`config.mk`:
```
export PLATFORM = sky130hd
export DESIGN_NAME = watchdog_and_reset_key_control
export DESIGN_NICKNAME = d
export VERILOG_FILES = /design/src/wdt_pkg.sv /design/src/watchdog_and_reset_key_control.sv
export SDC_FILE = /design/constraint.sdc
export NUM_CORES = 1
export LEC_CHECK = 0
export ABC_CLOCK_PERIOD_IN_PS = 5100
export BUFFER_PORTS_ARGS = -buffer_cell sky130_fd_sc_hd__buf_2
export CAP_MARGIN = 20
export CORE_UTILIZATION = 63
export CTS_CLUSTER_DIAMETER = 100
export DETAILED_ROUTE_END_ITERATION = 7
export PLACE_DENSITY = 0.93
export SLEW_MARGIN = 20
export SYNTH_ARGS = -nofsm -noshare
export SYNTH_HDL_FRONTEND = slang
export SYNTH_SLANG_ARGS = --single-unit
```
`constraint.sdc`:
```
create_clock -name mclk_i -period 5.1 [get_ports mclk_i]
set_input_delay 0.51 -clock mclk_i [delete_from_list [all_inputs] [get_ports mclk_i]]
set_output_delay 0.51 -clock mclk_i [all_outputs]
set_load 0.005 [all_outputs]
```
`src/wdt_pkg.sv`:
```
`default_nettype none
package wdt_pkg;
  // register map, byte offsets on the plain register port
  localparam logic [1:0] WDT_CTRL_OFS   = 2'h0;
  localparam logic [1:0] RST_FLAGS_OFS  = 2'h1;
  localparam logic [1:0] RST_KEY_OFS    = 2'h2;
  localparam logic [1:0] WDT_STATUS_OFS = 2'h3;

  // watchdog_control fields
  localparam int WDT_KEY_LSB = 3;
  localparam int WDT_KEY_MSB = 7;
  localparam int TSEL_LSB    = 0;
  localparam int TSEL_MSB    = 2;

  localparam logic [4:0] WDT_KEY_OFF = 5'h15;
  localparam logic [4:0] WDT_KEY_ON  = 5'h0a;
  localparam logic [7:0] WDT_CTRL_RST = 8'h53;

  localparam logic [7:0] RST_KEY_A   = 8'h55;
  localparam logic [7:0] RST_KEY_B   = 8'haa;
  localparam logic [7:0] RST_KEY_RST = 8'h55;

  // reset_cause_flags bits
  localparam int FLAG_WDT_KEY = 0;
  localparam int FLAG_LV_KEY   = 1;
  localparam int FLAG_LV_EVENT = 2;
  localparam int FLAG_RST_KEY = 3;
  localparam logic [3:0] RST_FLAGS_RST = 4'h0;

  // status bits
  localparam int STAT_TIMEOUT  = 0;
  localparam int STAT_PWR_DOWN = 1;

  // low-speed oscillator and timing
  localparam int SLOW_OSC_FREQ_KHZ = 32;
  localparam logic [1:0] KEY_FAULT_TICKS = 2'h2;
  localparam int CNT_W = 19;
endpackage : wdt_pkg
`default_nettype wire

```
`src/watchdog_and_reset_key_control.sv`:
```
// Summary of operation
// - Watchdog counts edges of the slow RC oscillator, not the system clock.
// - timeout_select codes 0..7 give 2^8,10,12,14,15,16,17,18 oscillator periods.
// - Enable key 10101B disables, 01010B enables the watchdog.
// - Any other enable key resets the device after 1 to 2 oscillator cycles.
// - Bad enable key reset sets wdt_key_reset_flag; only software clears it (here sys_rst_i clears it too).
// - Enable key powers up enabled; timeout_select powers up as 011.
// - Overflow in normal run resets the device and sets timeout_flag.
// - Overflow in sleep or idle sets timeout_flag, clears only PC and SP.
// - Counter cleared by key reset, clear instruction or sleep entry; software clears in time.
// - Reset key 55h or AAh is idle; any other value resets after 1 to 2 cycles.
// - Reset key register powers up as 55h.
// - Bad reset key reset sets reset_key_flag.
// - Flag register upper four bits read zero; low four are read/write.
// - Power-on reset clears PC and presets ports high as inputs.
// - Sleep entry sets power_down_flag, clears timeout_flag and the counter.
// - Overflow in sleep or idle also wakes the device.
//
// The implementer's own choices: the register addresses and the address-and-strobe port.
`timescale 1ns/1ps
`default_nettype none
module watchdog_and_reset_key_control
  import wdt_pkg::*;
(
  // clock and reset
  input  wire logic       mclk_i,
  input  wire logic       sys_rst_i,
  // slow oscillator pin
  input  wire logic       low_speed_rc_osc_i,
  // core events
  input  wire logic       clear_watchdog_i,
  input  wire logic       sleep_entry_i,
  input  wire logic       low_power_i,
  // register port
  input  wire logic [1:0] reg_addr_i,
  input  wire logic [7:0] reg_wdata_i,
  input  wire logic       reg_wr_i,
  input  wire logic       reg_rd_i,
  output logic      [7:0] reg_rdata_o,
  // reset and wake outputs
  output logic            device_reset_o,
  output logic            pc_sp_clear_o,
  output logic            port_preset_o,
  output logic            wakeup_o
);

  logic [7:0]       wdt_ctrl;
  logic [7:0]       rst_key;
  logic [3:0]       rst_flags;
  logic             timeout_flag;
  logic             power_down_flag;
  logic [CNT_W-1:0] wdt_cnt;
  logic [1:0]       fault_cnt;
  logic             osc_s1;
  logic             osc_s2;
  logic             osc_s3;

  // only s2/s3 are looked at; s1 feeds nothing but s2
  always_ff @(posedge mclk_i) begin
    osc_s1 <= low_speed_rc_osc_i;
    osc_s2 <= osc_s1;
    osc_s3 <= osc_s2;
  end

  wire       osc_tick  = osc_s2 & ~osc_s3;
  wire [4:0] wdt_key   = wdt_ctrl[WDT_KEY_MSB:WDT_KEY_LSB];
  wire [2:0] tsel      = wdt_ctrl[TSEL_MSB:TSEL_LSB];

  function automatic logic [4:0] tsel_shift(input logic [2:0] code);
    unique case (code)
      3'h0: tsel_shift = 5'd8;
      3'h1: tsel_shift = 5'd10;
      3'h2: tsel_shift = 5'd12;
      3'h3: tsel_shift = 5'd14;
      3'h4: tsel_shift = 5'd15;
      3'h5: tsel_shift = 5'd16;
      3'h6: tsel_shift = 5'd17;
      3'h7: tsel_shift = 5'd18;
    endcase
  endfunction

  wire wdt_en       = (wdt_key == WDT_KEY_ON);
  wire wdt_key_bad  = (wdt_key != WDT_KEY_ON) && (wdt_key != WDT_KEY_OFF);
  wire rst_key_bad  = (rst_key != RST_KEY_A) && (rst_key != RST_KEY_B);
  wire key_fault    = wdt_key_bad | rst_key_bad;
  // sync phase plus two ticks gives the 1 to 2 cycle spread
  wire fault_fire   = key_fault && osc_tick && (fault_cnt == KEY_FAULT_TICKS - 2'h1);

  wire [CNT_W-1:0] limit = CNT_W'(1) << tsel_shift(tsel);
  wire overflow     = wdt_en && (wdt_cnt == limit);
  wire wdt_reset    = overflow && !low_power_i;
  wire wdt_wake     = overflow && low_power_i;
  wire full_reset   = wdt_reset | fault_fire;
  wire cnt_clear    = fault_fire | clear_watchdog_i | sleep_entry_i | overflow;

  wire wr_ctrl  = reg_wr_i && (reg_addr_i == WDT_CTRL_OFS);
  wire wr_flags = reg_wr_i && (reg_addr_i == RST_FLAGS_OFS);
  wire wr_key   = reg_wr_i && (reg_addr_i == RST_KEY_OFS);

  // software writes to flags, hardware set wins over a same-cycle clear
  wire [3:0] flag_set = {fault_fire & rst_key_bad, 2'b00, fault_fire & wdt_key_bad};
  wire [3:0] next_rst_flags = (wr_flags ? reg_wdata_i[3:0] : rst_flags) | flag_set;

  wire [7:0] status_val = {6'h00, power_down_flag, timeout_flag};
  wire [7:0] next_rdata =
    !reg_rd_i                        ? 8'h00 :
    (reg_addr_i == WDT_CTRL_OFS)     ? wdt_ctrl :
    (reg_addr_i == RST_FLAGS_OFS)    ? {4'h0, rst_flags} :
    (reg_addr_i == RST_KEY_OFS)      ? rst_key :
                                       status_val;

  always_ff @(posedge mclk_i) begin
    if (sys_rst_i) begin
      wdt_ctrl <= WDT_CTRL_RST;
      rst_key  <= RST_KEY_RST;
    end else if (fault_fire || wdt_reset) begin
      // a full reset reloads the keys so a bad code cannot loop
      wdt_ctrl <= WDT_CTRL_RST;
      rst_key  <= RST_KEY_RST;
    end else begin
      if (wr_ctrl) wdt_ctrl <= reg_wdata_i;
      if (wr_key)  rst_key  <= reg_wdata_i;
    end
  end

  always_ff @(posedge mclk_i) begin
    if (sys_rst_i) begin
      rst_flags <= RST_FLAGS_RST;
    end else begin
      rst_flags <= next_rst_flags;
    end
  end

  always_ff @(posedge mclk_i) begin
    if (sys_rst_i) begin
      fault_cnt <= 2'h0;
    end else if (!key_fault || fault_fire) begin
      fault_cnt <= 2'h0;
    end else if (osc_tick) begin
      fault_cnt <= fault_cnt + 2'h1;
    end
  end

  always_ff @(posedge mclk_i) begin
    if (sys_rst_i || cnt_clear) begin
      wdt_cnt <= '0;
    end else if (wdt_en && osc_tick) begin
      wdt_cnt <= wdt_cnt + CNT_W'(1);
    end
  end

  always_ff @(posedge mclk_i) begin
    if (sys_rst_i) begin
      timeout_flag    <= 1'b0;
      power_down_flag <= 1'b0;
    end else begin
      if (overflow) begin
        timeout_flag <= 1'b1;
      end else if (sleep_entry_i) begin
        timeout_flag <= 1'b0;
      end
      if (sleep_entry_i) begin
        power_down_flag <= 1'b1;
      end else if (clear_watchdog_i) begin
        power_down_flag <= 1'b0;
      end
    end
  end

  // read data stands one cycle only, zero otherwise
  always_ff @(posedge mclk_i) begin
    if (sys_rst_i) begin
      reg_rdata_o <= 8'h00;
    end else begin
      reg_rdata_o <= next_rdata;
    end
  end

  always_ff @(posedge mclk_i) begin
    if (sys_rst_i) begin
      device_reset_o <= 1'b0;
    end else begin
      device_reset_o <= full_reset;
    end
  end

  // held high through power-on so the core starts from zero
  always_ff @(posedge mclk_i) begin
    if (sys_rst_i) begin
      pc_sp_clear_o <= 1'b1;
    end else begin
      pc_sp_clear_o <= full_reset | wdt_wake;
    end
  end

  always_ff @(posedge mclk_i) begin
    if (sys_rst_i) begin
      port_preset_o <= 1'b1;
    end else begin
      port_preset_o <= full_reset;
    end
  end

  always_ff @(posedge mclk_i) begin
    if (sys_rst_i) begin
      wakeup_o <= 1'b0;
    end else begin
      wakeup_o <= wdt_wake;
    end
  end

endmodule // watchdog_and_reset_key_control
`default_nettype wire

```
; ---- Yosys cells after proc, flatten, opt, wreduce, memory -nomap -nowiden
; Memories as Yosys holds them, arrays and structs flattened. A register that Yosys moved wholly into a read port is not among the register bits.
; Index checks and enable logic that the tools add are counted.
[classes]
n_eq_ne = 9
bitwise = 12
muxes = 10
n_reduce_logical = 22
shifts = 1
add_sub_neg = 2
[ops]
columns = operator, n
row1 = $mux 8, 3
row2 = $add 19x1->19 const B, 1
row3 = $eq 19x19->1, 1
row4 = $shl 1x5->19 const A, 1
row5 = $logic_and 1x1->1, 11
row6 = $ne 8x7->1 const B, 1
row7 = $ne 8x8->1 const B, 1
row8 = $mux 3, 2
row9 = $or 1x1->1, 6
row10 = $reduce_or 2->1, 3
row11 = $eq 5x4->1 const B, 1
row12 = $ne 5x4->1 const B, 1
row13 = $ne 5x5->1 const B, 1
row14 = $eq 2x1->1 const B, 2
row15 = $mux 1, 4
row16 = $mux 4, 1
row17 = $or 4x4->4, 1
row18 = $reduce_bool 2->1, 2
row19 = $and 1x1->1, 3
row20 = $logic_or 1x1->1, 3
row21 = $add 2x1->2 const B, 1
row22 = $eq 2x2->1 const B, 1
row23 = $logic_not 1->1, 2
row24 = $logic_not 2->1, 1
row25 = $not 1->1, 2
[word_totals]
n_memories = 1
mem_bits_ro = 40
reg_bits = 58
out_inout_bits = 12
input_bits = 18
wordCells = 72
[mem_list]
columns = memory, depth, width, rd, rd_ports_with_merged_regs, wr, line
row1 = (name not given), 8, 5, 1, 1, 0, watchdog_and_reset_key_control.sv:70  ; unique case (code)

; ---- Logic depth before layout (Yosys ltp)
; Gate-level depths: netlist of run 1.
[logic_depth]
word_depth = 9
ltp_mapped = 13
ltp_nobuf = 11

; ---- Worst setup path after synthesis of run 1
; OpenSTA, ideal clock, no wires.
[synth_timing]
path_type = register -> register
startpoint = reg wdt_cnt[14]
endpoint = reg with a tool-made name
synth_period_minus_slack_ns = 2.923
path_stages_with_launch = 13
slack_ns = 2.177
n_path_buf = 2
setup_time_ns = 0.127
t_arrival_ns = 2.796
required_ns = 4.973
path_cell_list = dfxtp_1 or4b_1 o31a_1 nor3_2 nand4_2 nor4_4 buf_6 buf_12 nor2_2 ha_1 nor2_1 a21oi_1 or3_1
[synth_rtl]
columns = element, line
row1 = from (decl), watchdog_and_reset_key_control.sv:52  ; logic [CNT_W-1:0] wdt_cnt;
row2 = from (signal assigned), watchdog_and_reset_key_control.sv:148  ; wdt_cnt <= wdt_cnt + CNT_W'(1);

==> results.json, run 1 <==
{
  "status": "completed",
  "via_per_inst": 6.059,
  "syn-num-nets": 368,
  "place_ws_ns": 1.985,
  "synth_top_cell_area_share": 0.3907,
  "die_x_um": 73.58,
  "synth_async_sr_flop_share": 0,
  "antenna_cells": 0,
  "cts_tree": "yes",
  "initial_core_util": 0.6701,
  "grt.busiest_layer": "met2",
  "fin_crit_sh": 0.6204,
  "portBuffers": 29,
  "nets": 395,
  "r2r_setup_slack_ns": 1.94,
  "final_layout_size_suffix_gt1_frac": 0.2095,
  "hold_viol": 0,
  "wl_per_cell_um": 16.20,
  "avgSynthCellArea_sq_um": 9.330,
  "grt_pass1_vias": 2473,
  "fin_hold_ws_ns": 0.2641,
  "cp_max_fo": 24,
  "clkTransAtPathRegs_ns": 0.07,
  "hold_end": "osc_s1",
  "die_area_sq_um": 5414,
  "worst_r2r_path_depth": 10,
  "cts_setup_buffers": 0,
  "cts_resized": 0,
  "max_freq_mhz": 316.0,
  "synth.distinct_cells": 63,
  "place_hpwl_mm": 5.125,
  "cpPeakStageDelay_ns": 0.58,
  "cts_hold_buf": 0,
  "hp-start": "low_speed_rc_osc_i",
  "cts_buffer_depth": 2,
  "num_vias": 2690,
  "rsz0062_at_grt": "false",
  "critical_path_class": "reg2reg",
  "worstSetupStartpointType": "flop",
  "synth_common_cells": "63 x dfxtp_1, 41 x nor2_1, 24 x mux2i_1",
  "grt_pass1_wl_mm": 11.76,
  "num_rows": 25,
  "placed_cell_area_sq_um": 3386,
  "area_growth_pct": 11.59,
  "seq_area_frac_synth": 0.3907,
  "p_leak_nw": 1.394,
  "setup_viol": 0,
  "hold_path_class": "in2reg",
  "syn_inst": 346,
  "slew_viol_final": 0,
  "met1_usage": 0.3898,
  "syn_area_sq_um": 3228,
  "synth_edf_count": 0,
  "die_h_um": 73.58,
  "synth_flop_cell": "dfxtp_1",
  "synth_area_leader_cell": "dfxtp_1",
  "crit_chain": "or4b_1, o31a_1, nor3_2, nand4_2, nor4_4, buf_4, nor2_2, ha_1, mux2i_1, or3_1",
  "relSlewSlack": 0.4115,
  "tightestPinTransition_ns": 0.8760,
  "setup_ws_ns": 1.936,
  "tns_ns": 0,
  "power.total_mw": 1.090,
  "post-synth-top-count-cell": "dfxtp_1",
  "critical_path.endpoint_type": "flop",
  "gp_congestion": 0.9206,
  "min_period_ns": 3.164,
  "cts_root_buf": "clkbuf_8",
  "ys_warn_count": 0,
  "use_met3": 0.07956,
  "clock_skew_ns": 0.009613,
  "postRouteAntennaNets": 0,
  "drtPass1Iterations": 4,
  "first_iter_violations": 182,
  "postLayoutCoreUtil": 0.7478,
  "grt_antenna_before_repair": 0,
  "cap_violations": 0,
  "fillers": 355,
  "grt_max_degree": 25,
  "stdcell_count": 444,
  "io_pins": 30,
  "cts_sinks": 63,
  "htree_levels": 3,
  "p_per_area_nw_per_um2": 302.7,
  "cts_buffers": 9,
  "track_usage": 0.2899,
  "dp_cells": 429,
  "drc_errors": 0,
  "required_ns": 5.32,
  "clkLatencyLatePin_ns": 0.34,
  "cp.arrival_ns": 3.39,
  "grt-ovfl-total": 0,
  "yosys-top-cells-area": "dfxtp_1 39%, mux2i_1 7.4%, nor2_1 4.8%",
  "use_met2": 0.4373,
  "slowest_stage": "or4b_1",
  "vdd_ir_drop_max_v": 0.0002581,
  "design_area_sq_um": 3602,
  "synth-seq-cells": 63,
  "coreArea_sq_um": 4817,
  "hold_depth": 1,
  "routed_wl_mm": 7.192
}
critical path: cells and delay by family (launching register included):
kind	cells	cell delay, ns
and+or+nand+nor	6	1.64
AOI/OAI and AO/OA	1	0.28
adders and majority gates	1	0.28
buffers and inverters	1	0.32
muxes	1	0.06
DFF	1	0.45
where the power goes:
part	leakage (nW)	switching (mW)	internal, mW	total [mW]
Sequential	0.513	0.0127	0.507	0.520
Clock	0.108	0.190	0.276	0.466
Combinational	0.774	0.0605	0.0436	0.104
worst max path at each step:
stage | endpoint | slack (ns) | depth (start not counted)
after floorplan | flop | 2.18 | 12
after global placement | flop | 2.04 | 11
after detailed placement | flop | 1.99 | 11
after CTS | flop | 1.96 | 10
after global routing | flop | 1.78 | 10
final | flop | 1.94 | 10
layout make-up:
class | count | area [sq um] | share of cell area
clock inverter | 2 | 37.54 | 0.01042
clock buffer | 13 | 178.9 | 0.04967
tap | 67 | 83.83 | 0.02327
sequential | 63 | 1261 | 0.3501
inverter | 5 | 18.77 | 0.005210
timing repair buffer | 32 | 167.7 | 0.04654
multi-input combinational | 262 | 1854 | 0.5148
kinds of logic after synthesis:
family,after synthesis,synth area share
buffers and inverters,21,0.03488
adders and majority gates,4,0.01550
muxes,32,0.1093
xor gates and xnor gates,19,0.05155
DFF,63,0.3907
AOI/OAI and AO/OA,30,0.06667
and+or+nand+nor,177,0.3314
registers in the layout (all words and copies together), names as in the netlist, named ones only:
signal and flops:
rst_key 8, timeout_flag 1, port_preset_o 1, osc_s2 1, pc_sp_clear_o 1, fault_cnt 2, reg_rdata_o 8, wdt_cnt 19
wakeup_o 1, osc_s3 1, device_reset_o 1, power_down_flag 1, rst_flags 4, wdt_ctrl 8, osc_s1 1
cells in the final DEF (no fill, tap or decap), drive strengths merged, types with 9 or more instances in the layout:
| master | Yosys | final |
|---|---|---|
| buf | 8 | 32 |
| or3 | 12 | 12 |
| nand2 | 22 | 22 |
| xor2 | 13 | 13 |
| nor2 | 43 | 43 |
| dfxtp | 63 | 63 |
| clkbuf | 8 | 13 |
| nand3 | 15 | 15 |
| nor4bb | 9 | 9 |
| a21oi | 10 | 10 |
| mux2i | 24 | 24 |
| nor3 | 18 | 18 |
routing by layer:
metal  wire [um]  share of wire  vias up
met2        3343           0.46       89
met3         485          0.067       13
met1        3232           0.45     1278
met4         131          0.018        0
li1            -              -     1310
met5           0              0        -
No activity file was read; power rests on OpenSTA's default activity.
==> run 2: changes to the inputs <==
Settings changed: ABC_AREA from default to 1, ABC_CLOCK_PERIOD_IN_PS 5100 to 3000, CORE_UTILIZATION 63 to 59, PLACE_DENSITY 0.93 to 0.88.
Clock period 5.1 ns to 3 ns, I/O delays scaled along.
==> results.json, run 2 <==
{
  "min_period_ns": 2.428,
  "yosys-top-cells-area": "dfxtp_1 37%, nand2_1 11%, inv_1 8.6%",
  "via_per_inst": 5.554,
  "syn_area_sq_um": 3374,
  "placed_cell_area_sq_um": 3557,
  "switchingPower_uw": 539.2,
  "cts_buffers": 9,
  "antenna_cells": 0,
  "grt-ovfl-total": 0,
  "hp-start": "low_speed_rc_osc_i",
  "r2r_setup_slack_ns": 0.57,
  "nets": 543,
  "clkTransAtPathRegs_ns": 0.07,
  "design_area_sq_um": 3787,
  "ys_warn_count": 0,
  "wl_per_cell_um": 14.35,
  "place_hpwl_mm": 6.355,
  "synth_async_sr_flop_share": 0,
  "avgSynthCellArea_sq_um": 6.901,
  "die_x_um": 77.63,
  "syn_inst": 489,
  "cts_hold_buf": 0,
  "synth_flop_cell": "dfxtp_1",
  "final_layout_size_suffix_gt1_frac": 0.1502,
  "layout_commonest_cell": "nand2_1",
  "cts_root_buf": "clkbuf_8",
  "gp_congestion": 1.017,
  "htree_levels": 3,
  "p_per_area_nw_per_um2": 522.2,
  "drtPass1Iterations": 6,
  "grt_pass1_vias": 3091,
  "area_growth_pct": 12.24,
  "drc_errors": 0,
  "cts_tree": "yes",
  "die_h_um": 77.63,
  "p_leak_nw": 1.720,
  "critical_path.endpoint_type": "flop",
  "track_usage": 0.3043,
  "cp.arrival_ns": 2.72,
  "postRouteAntennaNets": 0,
  "routed_wl_mm": 8.583,
  "synth_top_cell_area_share": 0.3737,
  "cts_setup_buffers": 0,
  "final_cell_mix": "103 x nand2_1, 77 x inv_1, 63 x dfxtp_1, 62 x nor2_1, 35 x o21ai_0",
  "vdd_ir_drop_max_v": 0.0004185,
  "largest_reg_flops": 19,
  "synth_area_leader_cell": "dfxtp_1",
  "cap_violations": 0,
  "relSlewSlack": 0.6841,
  "fin_crit_sh": 0.8095,
  "first_iter_violations": 411,
  "cp_max_fo": 10,
  "cts_sinks": 63,
  "rsz0062_at_grt": "false",
  "seq_area_frac_synth": 0.3737,
  "syn-num-nets": 511,
  "tns_ns": 0,
  "worst_r2r_path_depth": 13,
  "slew_viol_final": 0,
  "synth-seq-cells": 63,
  "synth_common_cells": "103 x nand2_1, 77 x inv_1, 63 x dfxtp_1",
  "max_freq_mhz": 411.8,
  "hold_viol": 0,
  "hold_depth": 1,
  "clock_skew_ns": 0.01559,
  "grt_max_degree": 20,
  "critical_path_class": "reg2reg",
  "clkLatencyLatePin_ns": 0.35,
  "io_pins": 30,
  "comb_power_share": 0.119,
  "required_ns": 3.29,
  "worstSetupStartpointType": "flop",
  "largest-register": "wdt_cnt",
  "hold_path_class": "in2reg",
  "synth_edf_count": 0,
  "cts_buffer_depth": 2,
  "portBuffers": 29,
  "p_seq_frac": 0.452,
  "num_vias": 3321,
  "grt_pass1_wl_mm": 14.28,
  "initial_core_util": 0.6128,
  "p_sw_frac": 0.2726,
  "num_rows": 27,
  "tightestPinTransition_ns": 0.4688,
  "cts_resized": 0,
  "setup_viol": 0,
  "status": "completed",
  "die_area_sq_um": 6026,
  "hold_end": "osc_s1",
  "p_int_mw": 1.439,
  "fillers": 436,
  "post-synth-top-count-cell": "nand2_1",
  "power_frac_clock": 0.429,
  "grt_antenna_before_repair": 0,
  "coreArea_sq_um": 5507,
  "synth.distinct_cells": 33
}
run 2: metrics by stage:
| step | util | std cells | hold WS [ns] | power, mW | worst slack, ns |
|---|---|---|---|---|---|
| after global routing | 0.6878 | 598 | 0.04740 | 2.052 | 0.4130 |
| after detailed placement | 0.6460 | 582 | 0.3153 | 1.141 | 0.7256 |
| after CTS | 0.6878 | 598 | 0.05133 | 1.979 | 0.6224 |
| after global placement | 0.6460 | 582 | 0.3150 | 1.135 | 0.7672 |
| after floorplan | - | 489 | 0.3096 | 1.079 | 1.010 |
| final | 0.6878 | 598 | 0.06171 | 1.978 | 0.5716 |
run 2: worst max-delay path by stage:
stage | to | cells after the start | slack, ns
after floorplan | flop | 15 | 1.01
after global placement | flop | 13 | 0.77
after detailed placement | flop | 13 | 0.73
after CTS | flop | 13 | 0.62
after global routing | flop | 13 | 0.41
final | flop | 13 | 0.57
run 2: logic make-up (layout without fill, tap and decap cells):
family                     count (synthesis)  in the layout  share of synthesized area
buffers and inverters                     89            126                     0.1057
AOI/OAI and AO/OA                         68             68                     0.1109
and+or+nand+nor                          248            248                     0.3508
adders and majority gates                  4              4                    0.01483
DFF                                       63             63                     0.3737
xor gates and xnor gates                  17             17                    0.04412
run 2: final cells by class:
cell class	count	area, sq um	share of cell area
flip-flops and latches	63	1261	0.3330
repair buffers	29	145.1	0.03832
multi-input cells	337	1757	0.4638
clock buffers	10	137.6	0.03634
inverters	81	304.0	0.08028
well taps	72	90.09	0.02379
clock inverters	6	92.59	0.02445
run 2: layer usage:
layer,routed length (um),GRT usage,up-vias
met1,3807,0.4150,1495
met2,3817,0.4655,181
met4,165,0.1132,0
met5,0,0,-
met3,792,0.07176,24
li1,-,-,1621
run 2: power groups by stage:
stage	Clock (mW)	Sequential, mW	Combinational [mW]
after floorplan	0	0.903	0.176
after global placement	0	0.912	0.224
after detailed placement	0	0.912	0.230
after CTS	0.853	0.893	0.232
after global routing	0.892	0.897	0.263
final	0.848	0.894	0.236
run 2: worst max-delay path, stage by stage (launching register included):
cell	delay (ns)
dfxtp_1	0.54
nand3_1	0.19
o21ai_0	0.18
nand2_1	0.11
nor2_1	0.09
nand2_1	0.11
nor2_4	0.16
nand4_4	0.18
nand3_1	0.17
inv_1	0.08
ha_1	0.27
inv_1	0.07
nand4_1	0.13
nand2_1	0.10
